[src/hw/spcx_defs.vh]
// Constants for the serial port control, exception and pin port block.
`ifndef SPCX_DEFS_VH
`define SPCX_DEFS_VH
`define SPCX_ADDR_CTRL     4'h0
`define SPCX_ADDR_STATUS   4'h1
`define SPCX_ADDR_RXDATA   4'h2
`define SPCX_ADDR_TXDATA   4'h3
`define SPCX_ADDR_PINFUNC  4'h4
`define SPCX_ADDR_PINDIR   4'h5
`define SPCX_ADDR_PINDATA  4'h6
`define SPCX_ADDR_IRQVEC   4'h7
`define SPCX_ADDR_ACK      4'h8
`define SPCX_ADDR_CLKCTRL  4'h9
`define SPCX_CTRL_TE       1
`define SPCX_CTRL_RE       2
`define SPCX_CTRL_SBK      3
`define SPCX_CTRL_SYNC     4
`define SPCX_CTRL_IDLE_LINE_IRQ_ENABLE     10
`define SPCX_CTRL_RIE      11
`define SPCX_CTRL_TIE      12
`define SPCX_CTRL_BAUD_TIMER_IRQ_ENABLE     13
`define SPCX_CTRL_DMA      14
`define SPCX_CTRL_WL11     15
`define SPCX_CTRL_RECEIVE_ERROR_IRQ_ENABLE     16
`define SPCX_CTRL_RESET    24'h000000
`define SPCX_PIN_RESET     3'h0
`define SPCX_CLK_RESET     12'h00F
`define SPCX_ST_TRANSMIT_REGISTER_EMPTY_FLAG       1
`define SPCX_ST_RDRF       2
`define SPCX_ST_IDLE       3
`define SPCX_ST_PE         4
`define SPCX_ST_FE         5
`define SPCX_ST_OR         6
`define SPCX_PIN_RXD       0
`define SPCX_PIN_TXD       1
`define SPCX_PIN_SCLK      2
`define SPCX_SRC_RXERR     3'h1
`define SPCX_SRC_RX        3'h2
`define SPCX_SRC_TX        3'h3
`define SPCX_SRC_IDLE      3'h4
`define SPCX_SRC_TIMER     3'h5
`define SPCX_SRC_NONE      3'h0
`define SPCX_PREAMBLE_BITS 4'hA
`endif

[src/hw/spcx_top.v]
// Serial port control, start-up, exception and shared pin port logic.
`timescale 1ns/1ps
`include "spcx_defs.vh"
module spcx_top #(
  parameter DATA_W = 8
) (
  // Clock, reset and enable
  input  wire        SYS_CLK,
  input  wire        RST_N,
  input  wire        CLK_EN,
  // Avalon-MM slave
  input  wire [3:0]  AVS_ADDRESS,
  input  wire        AVS_READ,
  input  wire        AVS_WRITE,
  input  wire [31:0] AVS_WRITEDATA,
  output reg  [31:0] AVS_READDATA,
  output wire        AVS_WAITREQUEST,
  // Interrupt and DMA requests
  output wire        IRQ,
  output wire [2:0]  IRQ_SOURCE,
  output wire        DMA_REQ,
  // Pins: receive data, transmit data, serial clock
  input  wire [2:0]  PIN_IN,
  output reg  [2:0]  PIN_OUT,
  output reg  [2:0]  PIN_OE
);
  reg  [23:0] ctrl;
  reg  [11:0] clk_div;
  reg  [2:0]  pin_func;
  reg  [2:0]  pin_dir;
  reg  [2:0]  pin_data;
  reg  [2:0]  pin_s1;
  reg  [2:0]  pin_s2;
  reg  [DATA_W-1:0] rx_data;
  reg  [DATA_W-1:0] tx_data;
  reg         transmit_register_empty_flag;
  reg         rdrf;
  reg         pe;
  reg         fe;
  reg         ovr;
  reg         idle_flag;
  reg         timer_flag;
  reg         stat_read;
  reg  [11:0] baud_cnt;
  reg         sclk;
  reg  [3:0]  idle_cnt;
  reg         rx_armed;
  reg         rx_busy;
  reg  [3:0]  rx_bit;
  reg  [DATA_W:0] rx_shift;
  reg         rx_prev;
  reg         tx_busy;
  reg  [3:0]  tx_bit;
  reg  [DATA_W+1:0] tx_shift;
  reg         tx_line;
  reg         pre_pend;
  reg         brk_pend;
  reg         sbk_prev;
  reg         te_prev;
  reg         ack_pulse;
  reg         ready;
  wire        port_rst   = (pin_func == 3'h0);
  wire        te         = ctrl[`SPCX_CTRL_TE];
  wire        re         = ctrl[`SPCX_CTRL_RE];
  wire        active     = ~port_rst & (te | re);
  wire        tick       = (baud_cnt == 12'h000);
  wire        req        = (AVS_READ | AVS_WRITE) & ~ready;
  wire        wr         = AVS_WRITE & ready;
  wire        rd         = AVS_READ & ready;
  wire        rxd        = pin_s2[`SPCX_PIN_RXD];
  wire [3:0]  frame_ones = ctrl[`SPCX_CTRL_WL11] ? 4'hB : 4'hA;
  wire        src_err    = rdrf & (pe | fe | ovr) & ctrl[`SPCX_CTRL_RECEIVE_ERROR_IRQ_ENABLE];
  wire        src_rx     = rdrf & ~(pe | fe | ovr) & ctrl[`SPCX_CTRL_RIE];
  wire        src_tx     = transmit_register_empty_flag & ctrl[`SPCX_CTRL_TIE] & ~ctrl[`SPCX_CTRL_DMA];
  wire        src_idle   = idle_flag & ctrl[`SPCX_CTRL_IDLE_LINE_IRQ_ENABLE];
  wire        src_tmr    = timer_flag & ctrl[`SPCX_CTRL_BAUD_TIMER_IRQ_ENABLE];
  reg  [2:0]  next_src;
  wire [11:0] status = {5'h00, ovr, fe, pe, idle_flag, rdrf, transmit_register_empty_flag, 1'b0};
  localparam [3:0] data_bits = DATA_W;

  // One wait state keeps every access the same length and registers read data.
  assign AVS_WAITREQUEST = req;

  always @*
  begin
    next_src = `SPCX_SRC_NONE;
    if (active)
    begin
      if (src_err)
        next_src = `SPCX_SRC_RXERR;
      else if (src_rx)
        next_src = `SPCX_SRC_RX;
      else if (src_tx)
        next_src = `SPCX_SRC_TX;
      else if (src_idle)
        next_src = `SPCX_SRC_IDLE;
      else if (src_tmr)
        next_src = `SPCX_SRC_TIMER;
    end
  end
  assign IRQ_SOURCE = next_src;
  assign IRQ        = (next_src != `SPCX_SRC_NONE);
  assign DMA_REQ    = active & te & transmit_register_empty_flag & ctrl[`SPCX_CTRL_DMA];

  // Bus slave, registers and pin port.
  always @(posedge SYS_CLK)
  begin
    if (!RST_N)
    begin
      ready        <= 1'b0;
      AVS_READDATA <= 32'h00000000;
      ctrl         <= `SPCX_CTRL_RESET;
      clk_div      <= `SPCX_CLK_RESET;
      pin_func     <= `SPCX_PIN_RESET;
      pin_dir      <= `SPCX_PIN_RESET;
      pin_data     <= `SPCX_PIN_RESET;
      pin_s1       <= 3'h0;
      pin_s2       <= 3'h0;
      ack_pulse    <= 1'b0;
    end
    else if (CLK_EN)
    begin
      pin_s1    <= PIN_IN;
      pin_s2    <= pin_s1;
      ready     <= req;
      ack_pulse <= 1'b0;
      // Read data is registered in the wait cycle so it stands at the accepting edge.
      if (AVS_READ && !ready)
      begin
        case (AVS_ADDRESS)
          `SPCX_ADDR_CTRL:    AVS_READDATA <= {8'h00, ctrl};
          `SPCX_ADDR_STATUS:  AVS_READDATA <= {20'h00000, status};
          `SPCX_ADDR_RXDATA:  AVS_READDATA <= {{(32-DATA_W){1'b0}}, rx_data};
          `SPCX_ADDR_PINFUNC: AVS_READDATA <= {29'h0, pin_func};
          `SPCX_ADDR_PINDIR:  AVS_READDATA <= {29'h0, pin_dir};
          `SPCX_ADDR_PINDATA: AVS_READDATA <= {29'h0, pin_data};
          `SPCX_ADDR_IRQVEC:  AVS_READDATA <= {29'h0, next_src};
          `SPCX_ADDR_CLKCTRL: AVS_READDATA <= {20'h00000, clk_div};
          default:            AVS_READDATA <= 32'h00000000;
        endcase
      end
      if (wr)
      begin
        case (AVS_ADDRESS)
          `SPCX_ADDR_CTRL:    ctrl     <= AVS_WRITEDATA[23:0];
          `SPCX_ADDR_PINFUNC: pin_func <= AVS_WRITEDATA[2:0];
          `SPCX_ADDR_PINDIR:  pin_dir  <= AVS_WRITEDATA[2:0];
          `SPCX_ADDR_CLKCTRL: clk_div  <= AVS_WRITEDATA[11:0];
          `SPCX_ADDR_ACK:     ack_pulse <= 1'b1;
          default:            ack_pulse <= 1'b0;
        endcase
      end
      // Input bits follow the pin; a write only lands on output bits.
      pin_data <= (pin_s2 & ~pin_dir & ~pin_func) | (pin_data & (pin_dir | pin_func));
      if (wr && AVS_ADDRESS == `SPCX_ADDR_PINDATA)
        pin_data <= (AVS_WRITEDATA[2:0] & (pin_dir | pin_func)) | (pin_s2 & ~pin_dir & ~pin_func);
    end
  end

  // Pin multiplexing: serial function wins over direction.
  always @*
  begin
    PIN_OUT = pin_data;
    PIN_OE  = pin_dir & ~pin_func;
    if (pin_func[`SPCX_PIN_TXD])
    begin
      PIN_OUT[`SPCX_PIN_TXD] = tx_line;
      PIN_OE[`SPCX_PIN_TXD]  = 1'b1;
    end
    if (pin_func[`SPCX_PIN_SCLK])
    begin
      PIN_OUT[`SPCX_PIN_SCLK] = sclk;
      PIN_OE[`SPCX_PIN_SCLK]  = 1'b1;
    end
  end

  // Serial engine; held in its own reset while no pin is serial.
  always @(posedge SYS_CLK)
  begin
    if (!RST_N || (CLK_EN && port_rst))
    begin
      baud_cnt   <= 12'h000;
      sclk       <= 1'b0;
      transmit_register_empty_flag       <= 1'b1;
      rdrf       <= 1'b0;
      pe         <= 1'b0;
      fe         <= 1'b0;
      ovr        <= 1'b0;
      idle_flag  <= 1'b0;
      timer_flag <= 1'b0;
      stat_read  <= 1'b0;
      rx_data    <= {DATA_W{1'b0}};
      tx_data    <= {DATA_W{1'b0}};
      idle_cnt   <= 4'h0;
      rx_armed   <= 1'b0;
      rx_busy    <= 1'b0;
      rx_bit     <= 4'h0;
      rx_shift   <= {(DATA_W+1){1'b0}};
      rx_prev    <= 1'b1;
      tx_busy    <= 1'b0;
      tx_bit     <= 4'h0;
      tx_shift   <= {(DATA_W+2){1'b1}};
      tx_line    <= 1'b1;
      pre_pend   <= 1'b0;
      brk_pend   <= 1'b0;
      sbk_prev   <= 1'b0;
      te_prev    <= 1'b0;
    end
    else if (CLK_EN)
    begin
      baud_cnt <= tick ? clk_div : baud_cnt - 12'h001;
      if (tick)
        timer_flag <= 1'b1;
      else if (ack_pulse && next_src == `SPCX_SRC_TIMER)
        timer_flag <= 1'b0;
      if (tick)
        sclk <= ctrl[`SPCX_CTRL_SYNC] ? (tx_busy & ~sclk) : ~sclk;
      te_prev  <= te;
      sbk_prev <= ctrl[`SPCX_CTRL_SBK];
      if (te & ~te_prev)
        pre_pend <= 1'b1;
      if (ctrl[`SPCX_CTRL_SBK] != sbk_prev)
        brk_pend <= 1'b1;
      // Status read arms the error clear; the next data read completes it.
      if (rd && AVS_ADDRESS == `SPCX_ADDR_STATUS)
        stat_read <= 1'b1;
      if (rd && AVS_ADDRESS == `SPCX_ADDR_RXDATA)
      begin
        rdrf      <= 1'b0;
        stat_read <= 1'b0;
        if (stat_read)
        begin
          pe  <= 1'b0;
          fe  <= 1'b0;
          ovr <= 1'b0;
        end
      end
      if (wr && AVS_ADDRESS == `SPCX_ADDR_TXDATA)
      begin
        tx_data <= AVS_WRITEDATA[DATA_W-1:0];
        transmit_register_empty_flag    <= 1'b0;
      end
      // Receiver: sample one bit per baud tick, start only after an idle line.
      if (tick)
      begin
        rx_prev <= rxd;
        if (!re)
        begin
          rx_armed <= 1'b0;
          rx_busy  <= 1'b0;
          idle_cnt <= 4'h0;
        end
        else if (rx_busy)
        begin
          rx_shift <= {rxd, rx_shift[DATA_W:1]};
          rx_bit   <= rx_bit + 4'h1;
          if (rx_bit == data_bits)
          begin
            rx_busy <= 1'b0;
            rx_data <= rx_shift[DATA_W:1];
            rdrf    <= 1'b1;
            fe      <= ~rxd;
            pe      <= 1'b0;
            if (rdrf)
              ovr <= 1'b1;
          end
        end
        else if (rxd)
        begin
          if (idle_cnt != 4'hF)
            idle_cnt <= idle_cnt + 4'h1;
          if (idle_cnt + 4'h1 == frame_ones)
          begin
            rx_armed  <= 1'b1;
            idle_flag <= 1'b1;
          end
        end
        else
        begin
          idle_cnt <= 4'h0;
          if (rx_armed && rx_prev)
          begin
            rx_busy <= 1'b1;
            rx_bit  <= 4'h0;
          end
        end
      end
      if (ack_pulse && next_src == `SPCX_SRC_IDLE && !(tick && rxd && idle_cnt + 4'h1 == frame_ones))
        idle_flag <= 1'b0;
      // Transmitter: choose pending work only between characters.
      if (tick && !sclk)
      begin
        if (tx_busy)
        begin
          tx_line  <= tx_shift[0];
          tx_shift <= {1'b1, tx_shift[DATA_W+1:1]};
          tx_bit   <= tx_bit - 4'h1;
          if (tx_bit == 4'h1)
            tx_busy <= 1'b0;
        end
        else if (!te)
          tx_line <= 1'b1;
        else if (pre_pend)
        begin
          pre_pend <= 1'b0;
          tx_shift <= {(DATA_W+2){1'b1}};
          tx_bit   <= `SPCX_PREAMBLE_BITS;
          tx_busy  <= 1'b1;
        end
        else if (brk_pend)
        begin
          brk_pend <= 1'b0;
          tx_shift <= {(DATA_W+2){1'b0}};
          tx_bit   <= `SPCX_PREAMBLE_BITS;
          tx_busy  <= 1'b1;
        end
        else if (!transmit_register_empty_flag && !(wr && AVS_ADDRESS == `SPCX_ADDR_TXDATA))
        begin
          tx_shift <= {1'b1, tx_data, 1'b0};
          tx_bit   <= data_bits + 4'h2;
          tx_busy  <= 1'b1;
          transmit_register_empty_flag     <= 1'b1;
        end
      end
    end
  end
endmodule

[config.mk]
export PLATFORM = sky130hd
export DESIGN_NAME = spcx_top
export DESIGN_NICKNAME = d
export VERILOG_FILES = /design/src/hw/spcx_top.v
export VERILOG_INCLUDE_DIRS = /design/src /design/src/hw
export SDC_FILE = /design/constraint.sdc
export NUM_CORES = 1
export LEC_CHECK = 0
export BUFFER_PORTS_ARGS = -buffer_cell sky130_fd_sc_hd__buf_2
export CAP_MARGIN = 20
export CORE_MARGIN = 2
export CORE_UTILIZATION = 62
export CTS_CLUSTER_SIZE = 12
export DETAILED_ROUTE_END_ITERATION = 10
export PLACE_DENSITY = 0.93
export SLEW_MARGIN = 0
export SYNTH_ARGS = -nofsm -noshare
export SYNTH_HDL_FRONTEND = slang
export SYNTH_SLANG_ARGS = --single-unit
[constraint.sdc]
create_clock -name SYS_CLK -period 2.91 [get_ports SYS_CLK]
set_input_delay 0.1455 -clock SYS_CLK [delete_from_list [all_inputs] [get_ports SYS_CLK]]
set_output_delay 0.1455 -clock SYS_CLK [all_outputs]
set_load 0.05 [all_outputs]
Word level (Yosys, flattened, before mapping)
Index checks and enable logic that the tools add are counted.

storage, ports and cells
  output and inout port bits = 44
  RAM bits = 0
  flip-flop bits (word level) = 162
  bits in read-only memories = 0
  bits in latches = 0
  bits of input ports = 44
  memories kept = 0
  logic and storage cells = 253

cells by class
  muxes and demuxes = 100
  $lt $le $gt $ge = 0
  multipliers = 0
  equal/unequal tests = 23
  bitwise operators = 38
  add/sub/neg operators = 4
  reductions and logical operators = 52
  shift operators = 0
  div/mod/pow operators = 0

operators with widths
  kind                                                                  number
  24-bit case mux with 8 select lines                                   1
  1-bit two-way mux                                                     74
  10-bit two-way mux                                                    5
  4-bit two-way mux                                                     12
  3-bit two-way mux                                                     7
  1-bit bitwise AND                                                     17
  4-bit by 3-bit == test with 1-bit output, second input constant       4
  2-bit nonzero test                                                    8
  3-bit bitwise AND                                                     5
  3-bit AND reduction                                                   5
  5-bit AND reduction                                                   3
  1-bit logical AND                                                     14
  4-bit == test, second input constant                                  3
  12-bit zero test                                                      1
  12-bit two-way mux                                                    1
  2-bit AND reduction                                                   6
  4-bit AND reduction                                                   3
  12-bit by 1-bit subtractor with 12-bit output, second input constant  1
  2-bit by 1-bit != test with 1-bit output, second input constant       5
  3-bit OR                                                              3
  4-bit by 1-bit adder with 4-bit output, second input constant         2
  4-bit by 1-bit == test with 1-bit output, second input constant       2
  4-bit by 2-bit == test with 1-bit output, second input constant       2
  1-bit inverter                                                        7
  other kinds (16)                                                      26

Longest topological paths before layout
  word-level depth = 13
  gate-level depth with buffers = 9
  depth with buffers taken out = 7

Least setup slack after synthesis
OpenSTA, ideal clock, no wires.

  path kind = register to output
  start = reg rdrf
  end = out IRQ
  path buffers = 0
  arrival = 2,591 ps
  slack = 174 ps
  stages on the path, launching flop included = 5
  data required time = 2,765 ps
  cell sequence = dfxtp_1 > o311a_1 > a311oi_1 > a311oi_1 > or3_1

on the way
  longest elaborated chain between the ends = 6
  elaborated cells on any way between the ends = 8
  classes of those cells = mux (3); bitwise (4); reduce/logical (1)

ends and longest elaborated chain
  item                                     line            RTL
  from (decl)                              spcx_top.v:37   reg rdrf;
  from (signal assigned)                   spcx_top.v:185  rdrf <= 1'b0;
  from (signal assigned)                   spcx_top.v:229  rdrf <= 1'b0;
  from (signal assigned)                   spcx_top.v:261  rdrf <= 1'b1;
  1-bit bitwise AND (2 in series)          spcx_top.v:73   wire src_rx = rdrf & ~(pe | fe | ovr) & ctrl[`SPCX_CTRL_RIE];
  3-bit two-way mux                        spcx_top.v:91   else if (src_rx)
  3-bit two-way mux (*)                    spcx_top.v:89   if (src_err)
  3-bit two-way mux (*)                    spcx_top.v:87   if (active)
  named net IRQ_SOURCE[0]                  spcx_top.v:20   output wire [2:0] IRQ_SOURCE,
  3-bit nonzero test (no source line) (*)  n/a
  to (decl)                                spcx_top.v:19   output wire IRQ,

The timed path passes the listed nets; every way through them passes the cells marked *.

Worst setup path in the final report
  start = reg ctrl[1]
  end = out IRQ

on the way
  longest elaborated chain between the ends = 4

ends and longest elaborated chain
  item                                 line            RTL
  from (decl)                          spcx_top.v:27   reg [23:0] ctrl;
  from (signal assigned)               spcx_top.v:112  ctrl <= `SPCX_CTRL_RESET;
  from (signal assigned)               spcx_top.v:145  `SPCX_ADDR_CTRL: ctrl <= AVS_WRITEDATA[23:0];
  1-bit OR                             spcx_top.v:65   wire active = ~port_rst & (te | re);
  1-bit bitwise AND                    spcx_top.v:65
  3-bit two-way mux                    spcx_top.v:87
  3-bit nonzero test (no source line)  n/a

Every way passes these cells.

==> impl_metrics.toml <==
[route]
first_pass_iters = 8
routed_via_density = 6.423
totalWireLength_mm = 20.59
drc = 0
drtIter0Drc = 767
vias = 6969
wl_per_cell_um = 18.98
ant_nets = 0

[placed_design]
post-place-ws_ps = 589.9
gp_congestion = 1.003
io_buffers = 71
dp_hpwl_mm = 12.96

[clock_tree]
cts_tree = "built"
cts_buffer_depth = 2
cts_sinks = 153
clock_latency_ps = 430
post_cts_buffers = 0
cts_resized = 0
cts.htree.levels = 4
numCtsBuffers = 17
ctsRootBufferMaster = "clkbuf_16"
path_clk_slew_ps = 70

[die]
die_w_um = 110.3
coreArea_sq_mm = 0.01094
num_io_pins = 88
die_h_um = 110.3
initial_core_util_pct = 64.10
fp-row-count = 38
dieArea_sq_mm = 0.01217

[critical_path]
critPathLaunchType = "flip-flop"
reg2reg_from = "baud_cnt[0]"
ff2ff_setup_slack_ps = 520
endpoint_kind = "output port"
reg2reg_to = "tx_bit[3]"
cp-startpoint = "ctrl[1]"
critPathCapture = "IRQ"
cp_max_fo = 8
crit_arrival_ps = 2420
reg2reg_depth = 8
worstPathRequired_ps = 2760
crit_chain = "o32ai_1 -> or2_2 -> a211oi_2 -> or3_1 -> buf_2"
cp_slowest_cell = "dfxtp_1"
critPathKind = "flip-flop to output port"
max_stage_delay_ps = 520

[run_status]
status = "finished clean"

[timing]
worst_hold_slack_ps = 13.37
fin_crit_sh_pct = 88.01
setup_tns_ps = 0
skew_ps = 9.054
hold_viol = 0
rsz0062_at_grt = "no"
worst_slew_pin_slew_ps = 977.4
max_freq_mhz = 390.4
setup_viol = 0
drv_slew = 0
relSlewSlack_pct = 34.68
min_period_ps = 2561
fin_ws_ps = 348.8

[logic_synthesis]
syn_avg_cell_area_sq_um = 8.103
yosysSeqAreaShare_pct = 43.70
syn-cell-area_sq_mm = 0.007009
synthCells = 865
async_reset_ff_share_pct = 0
yosysUniqueCellTypes = 73
yosysWarningCount = 0
synth_edf_count = 0
ys.flop_type = "dfxtp_1"
ys_ff_latch = 153

[finish]
fillers = 764
multi_input_area_sq_mm = 0.003611
fin_nets = 983
seqCellArea_sq_mm = 0.003063
drive_above_1_share_pct = 15.87
area_growth_pct = 17.03
n_antenna_cell = 0

[pwr]
p_comb_share_pct = 10.4
p_int_uw = 3505
leakagePower_uw = 0.003150
p_sw_uw = 1337
swShare_pct = 27.61
p_seq_share_pct = 44.6
power_density_mw_per_mm2 = 590.3
ir_drop_v = 0.0004810
power_frac_clock_pct = 45.0

[hold_path]
hold_path_class = "input pin to flip-flop"

[global_routing]
grt-ovfl-total = 0
grt_pass1_vias = 6495
grt_pass1_wl_mm = 32.60
track_usage_pct = 35.05
antenna_found_initial = 0
grt_max_degree = 45

[run]
drv_cap = 0
[routing by layer]
metal / track usage (%) / up-vias / routed length (um)
met5: 0 / - / 0
met4: 16.07 / 0 / 842
met3: 10.64 / 86 / 2382
met2: 56.84 / 489 / 9613
met1: 42.79 / 3199 / 7755
li1: - / 3195 / -
[worst min path at each step]
stage | end | from | slack (ps) | depth (start not counted)
2_1_floorplan | AVS_READDATA[8] | RST_N | 270 | 1
3_3_place_gp | pin_s1[2] | PIN_IN[2] | 380 | 3
3_5_place_dp | ctrl[22] | AVS_WRITEDATA[22] | 390 | 3
4_1_cts | tx_data[4] | AVS_WRITEDATA[4] | 0.4 | 3
5_1_grt | tx_data[5] | AVS_WRITEDATA[5] | 3 | 3
6_report | clk_div[5] | AVS_WRITEDATA[5] | 10 | 3
[layout make-up]
| class | count | share of cell area (%) |
|---|---|---|
| flip-flops and latches | 153 | 37.34 |
| inverters | 23 | 1.052 |
| well taps | 140 | 2.135 |
| repair buffers | 107 | 8.359 |
| clock buffers | 17 | 5.186 |
| multi-input cells | 630 | 44.02 |
| clock inverters | 15 | 1.907 |
[critical path, delay by kind of cell, from the launching register on]
family / cells / cell delay, ps
buffers and inverters: 1 / 260
and+or+nand+nor: 2 / 550
DFF: 1 / 520
AOI/OAI and AO/OA: 2 / 660
[through the flow]
| stage | cells | utilization, % | cell area (sq um) | total power (uW) |
|---|---|---|---|---|
| after global routing | 1085 | 75.01 | 8203 | 4971 |
| final | 1085 | 75.01 | 8203 | 4842 |
| after global placement | 1033 | 67.88 | 7423 | 2649 |
| after detailed placement | 1033 | 67.88 | 7423 | 2660 |
| after floorplan | 872 | - | 7036 | 2536 |
| after CTS | 1084 | 74.94 | 8195 | 4818 |
[power groups by stage]
stage	Clock [uW]	Combinational [uW]	Sequential, uW
after detailed placement	0	458	2200
after CTS	2180	486	2160
after floorplan	0	348	2190
after global placement	0	448	2200
final	2180	505	2160
after global routing	2270	539	2160
[sequential cells by signal (all words and copies together), names as in the netlist, 4 cells and up]
name / cells
rx_bit: 4
tx_data: 8
clk_div: 12
tx_bit: 4
idle_cnt: 4
ctrl: 24
baud_cnt: 12
rx_shift: 8
tx_shift: 10
AVS_READDATA: 24
rx_data: 8
[logic make-up (layout without fill, tap and decap cells)]
logic type | count (synthesis) | count (layout) | synth area share [%]
xor gates and xnor gates | 3 | 3 | 0.3749
DFF | 153 | 153 | 43.70
buffers and inverters | 89 | 162 | 5.409
and+or+nand+nor | 354 | 354 | 23.97
adders and majority gates | 7 | 7 | 1.249
muxes | 27 | 27 | 4.016
AOI/OAI and AO/OA | 231 | 231 | 21.23
other | 1 | 8 | 0.05350
[cells in the final DEF (no fill, tap or decap), drive strengths merged, types with 18 or more instances in the layout]
cell type,count
inv,29
nor2,69
buf,88
nand3,22
dfxtp,153
o21ai,20
nand2,167
dlygate4sd3,19
mux2i,18
a22oi,23
a21oi,109
[cell usage after synthesis (3+ instances only)]
cell / instances / share of area [%]
nand2_1: 166 / 8.9
dfxtp_1: 153 / 44
a21oi_1: 109 / 7.8
nor2_1: 69 / 3.7
clkbuf_1: 46 / 2.5
a22oi_1: 23 / 2.5
nand3_1: 22 / 1.6
inv_1: 21 / 1.1
o21ai_0: 20 / 1.4
mux2i_1: 18 / 2.6
nor3_1: 15 / 1.1
buf_4: 10 / 1.1
and2_1: 9 / 0.80
mux2_2: 9 / 1.4
o211ai_1: 9 / 0.96
nor2b_1: 8 / 0.71
ha_1: 7 / 1.2
or3_1: 7 / 0.62
a211oi_1: 6 / 0.64
a31oi_1: 6 / 0.54
buf_2: 6 / 0.43
nand2b_1: 6 / 0.54
nand4_1: 6 / 0.54
nor3b_1: 6 / 0.64
nor4_1: 6 / 0.54
a2bb2oi_1: 5 / 0.62
o31ai_1: 5 / 0.54
o32ai_1: 5 / 0.62
or2_2: 5 / 0.45
a222oi_1: 4 / 0.57
a22o_1: 4 / 0.50
buf_1: 4 / 0.21
nand3b_1: 4 / 0.43
o21bai_1: 4 / 0.43
a41oi_1: 3 / 0.37
and3_1: 3 / 0.27
o211a_1: 3 / 0.43
o41ai_1: 3 / 0.37
or4_1: 3 / 0.32
[repair_timing]
action	4_1_cts	5_1_grt
endpoints found under the setup margin	0	0
endpoints found under the hold margin	23	0
hold buffers	19	0
No activity file was read; power rests on OpenSTA's default activity.
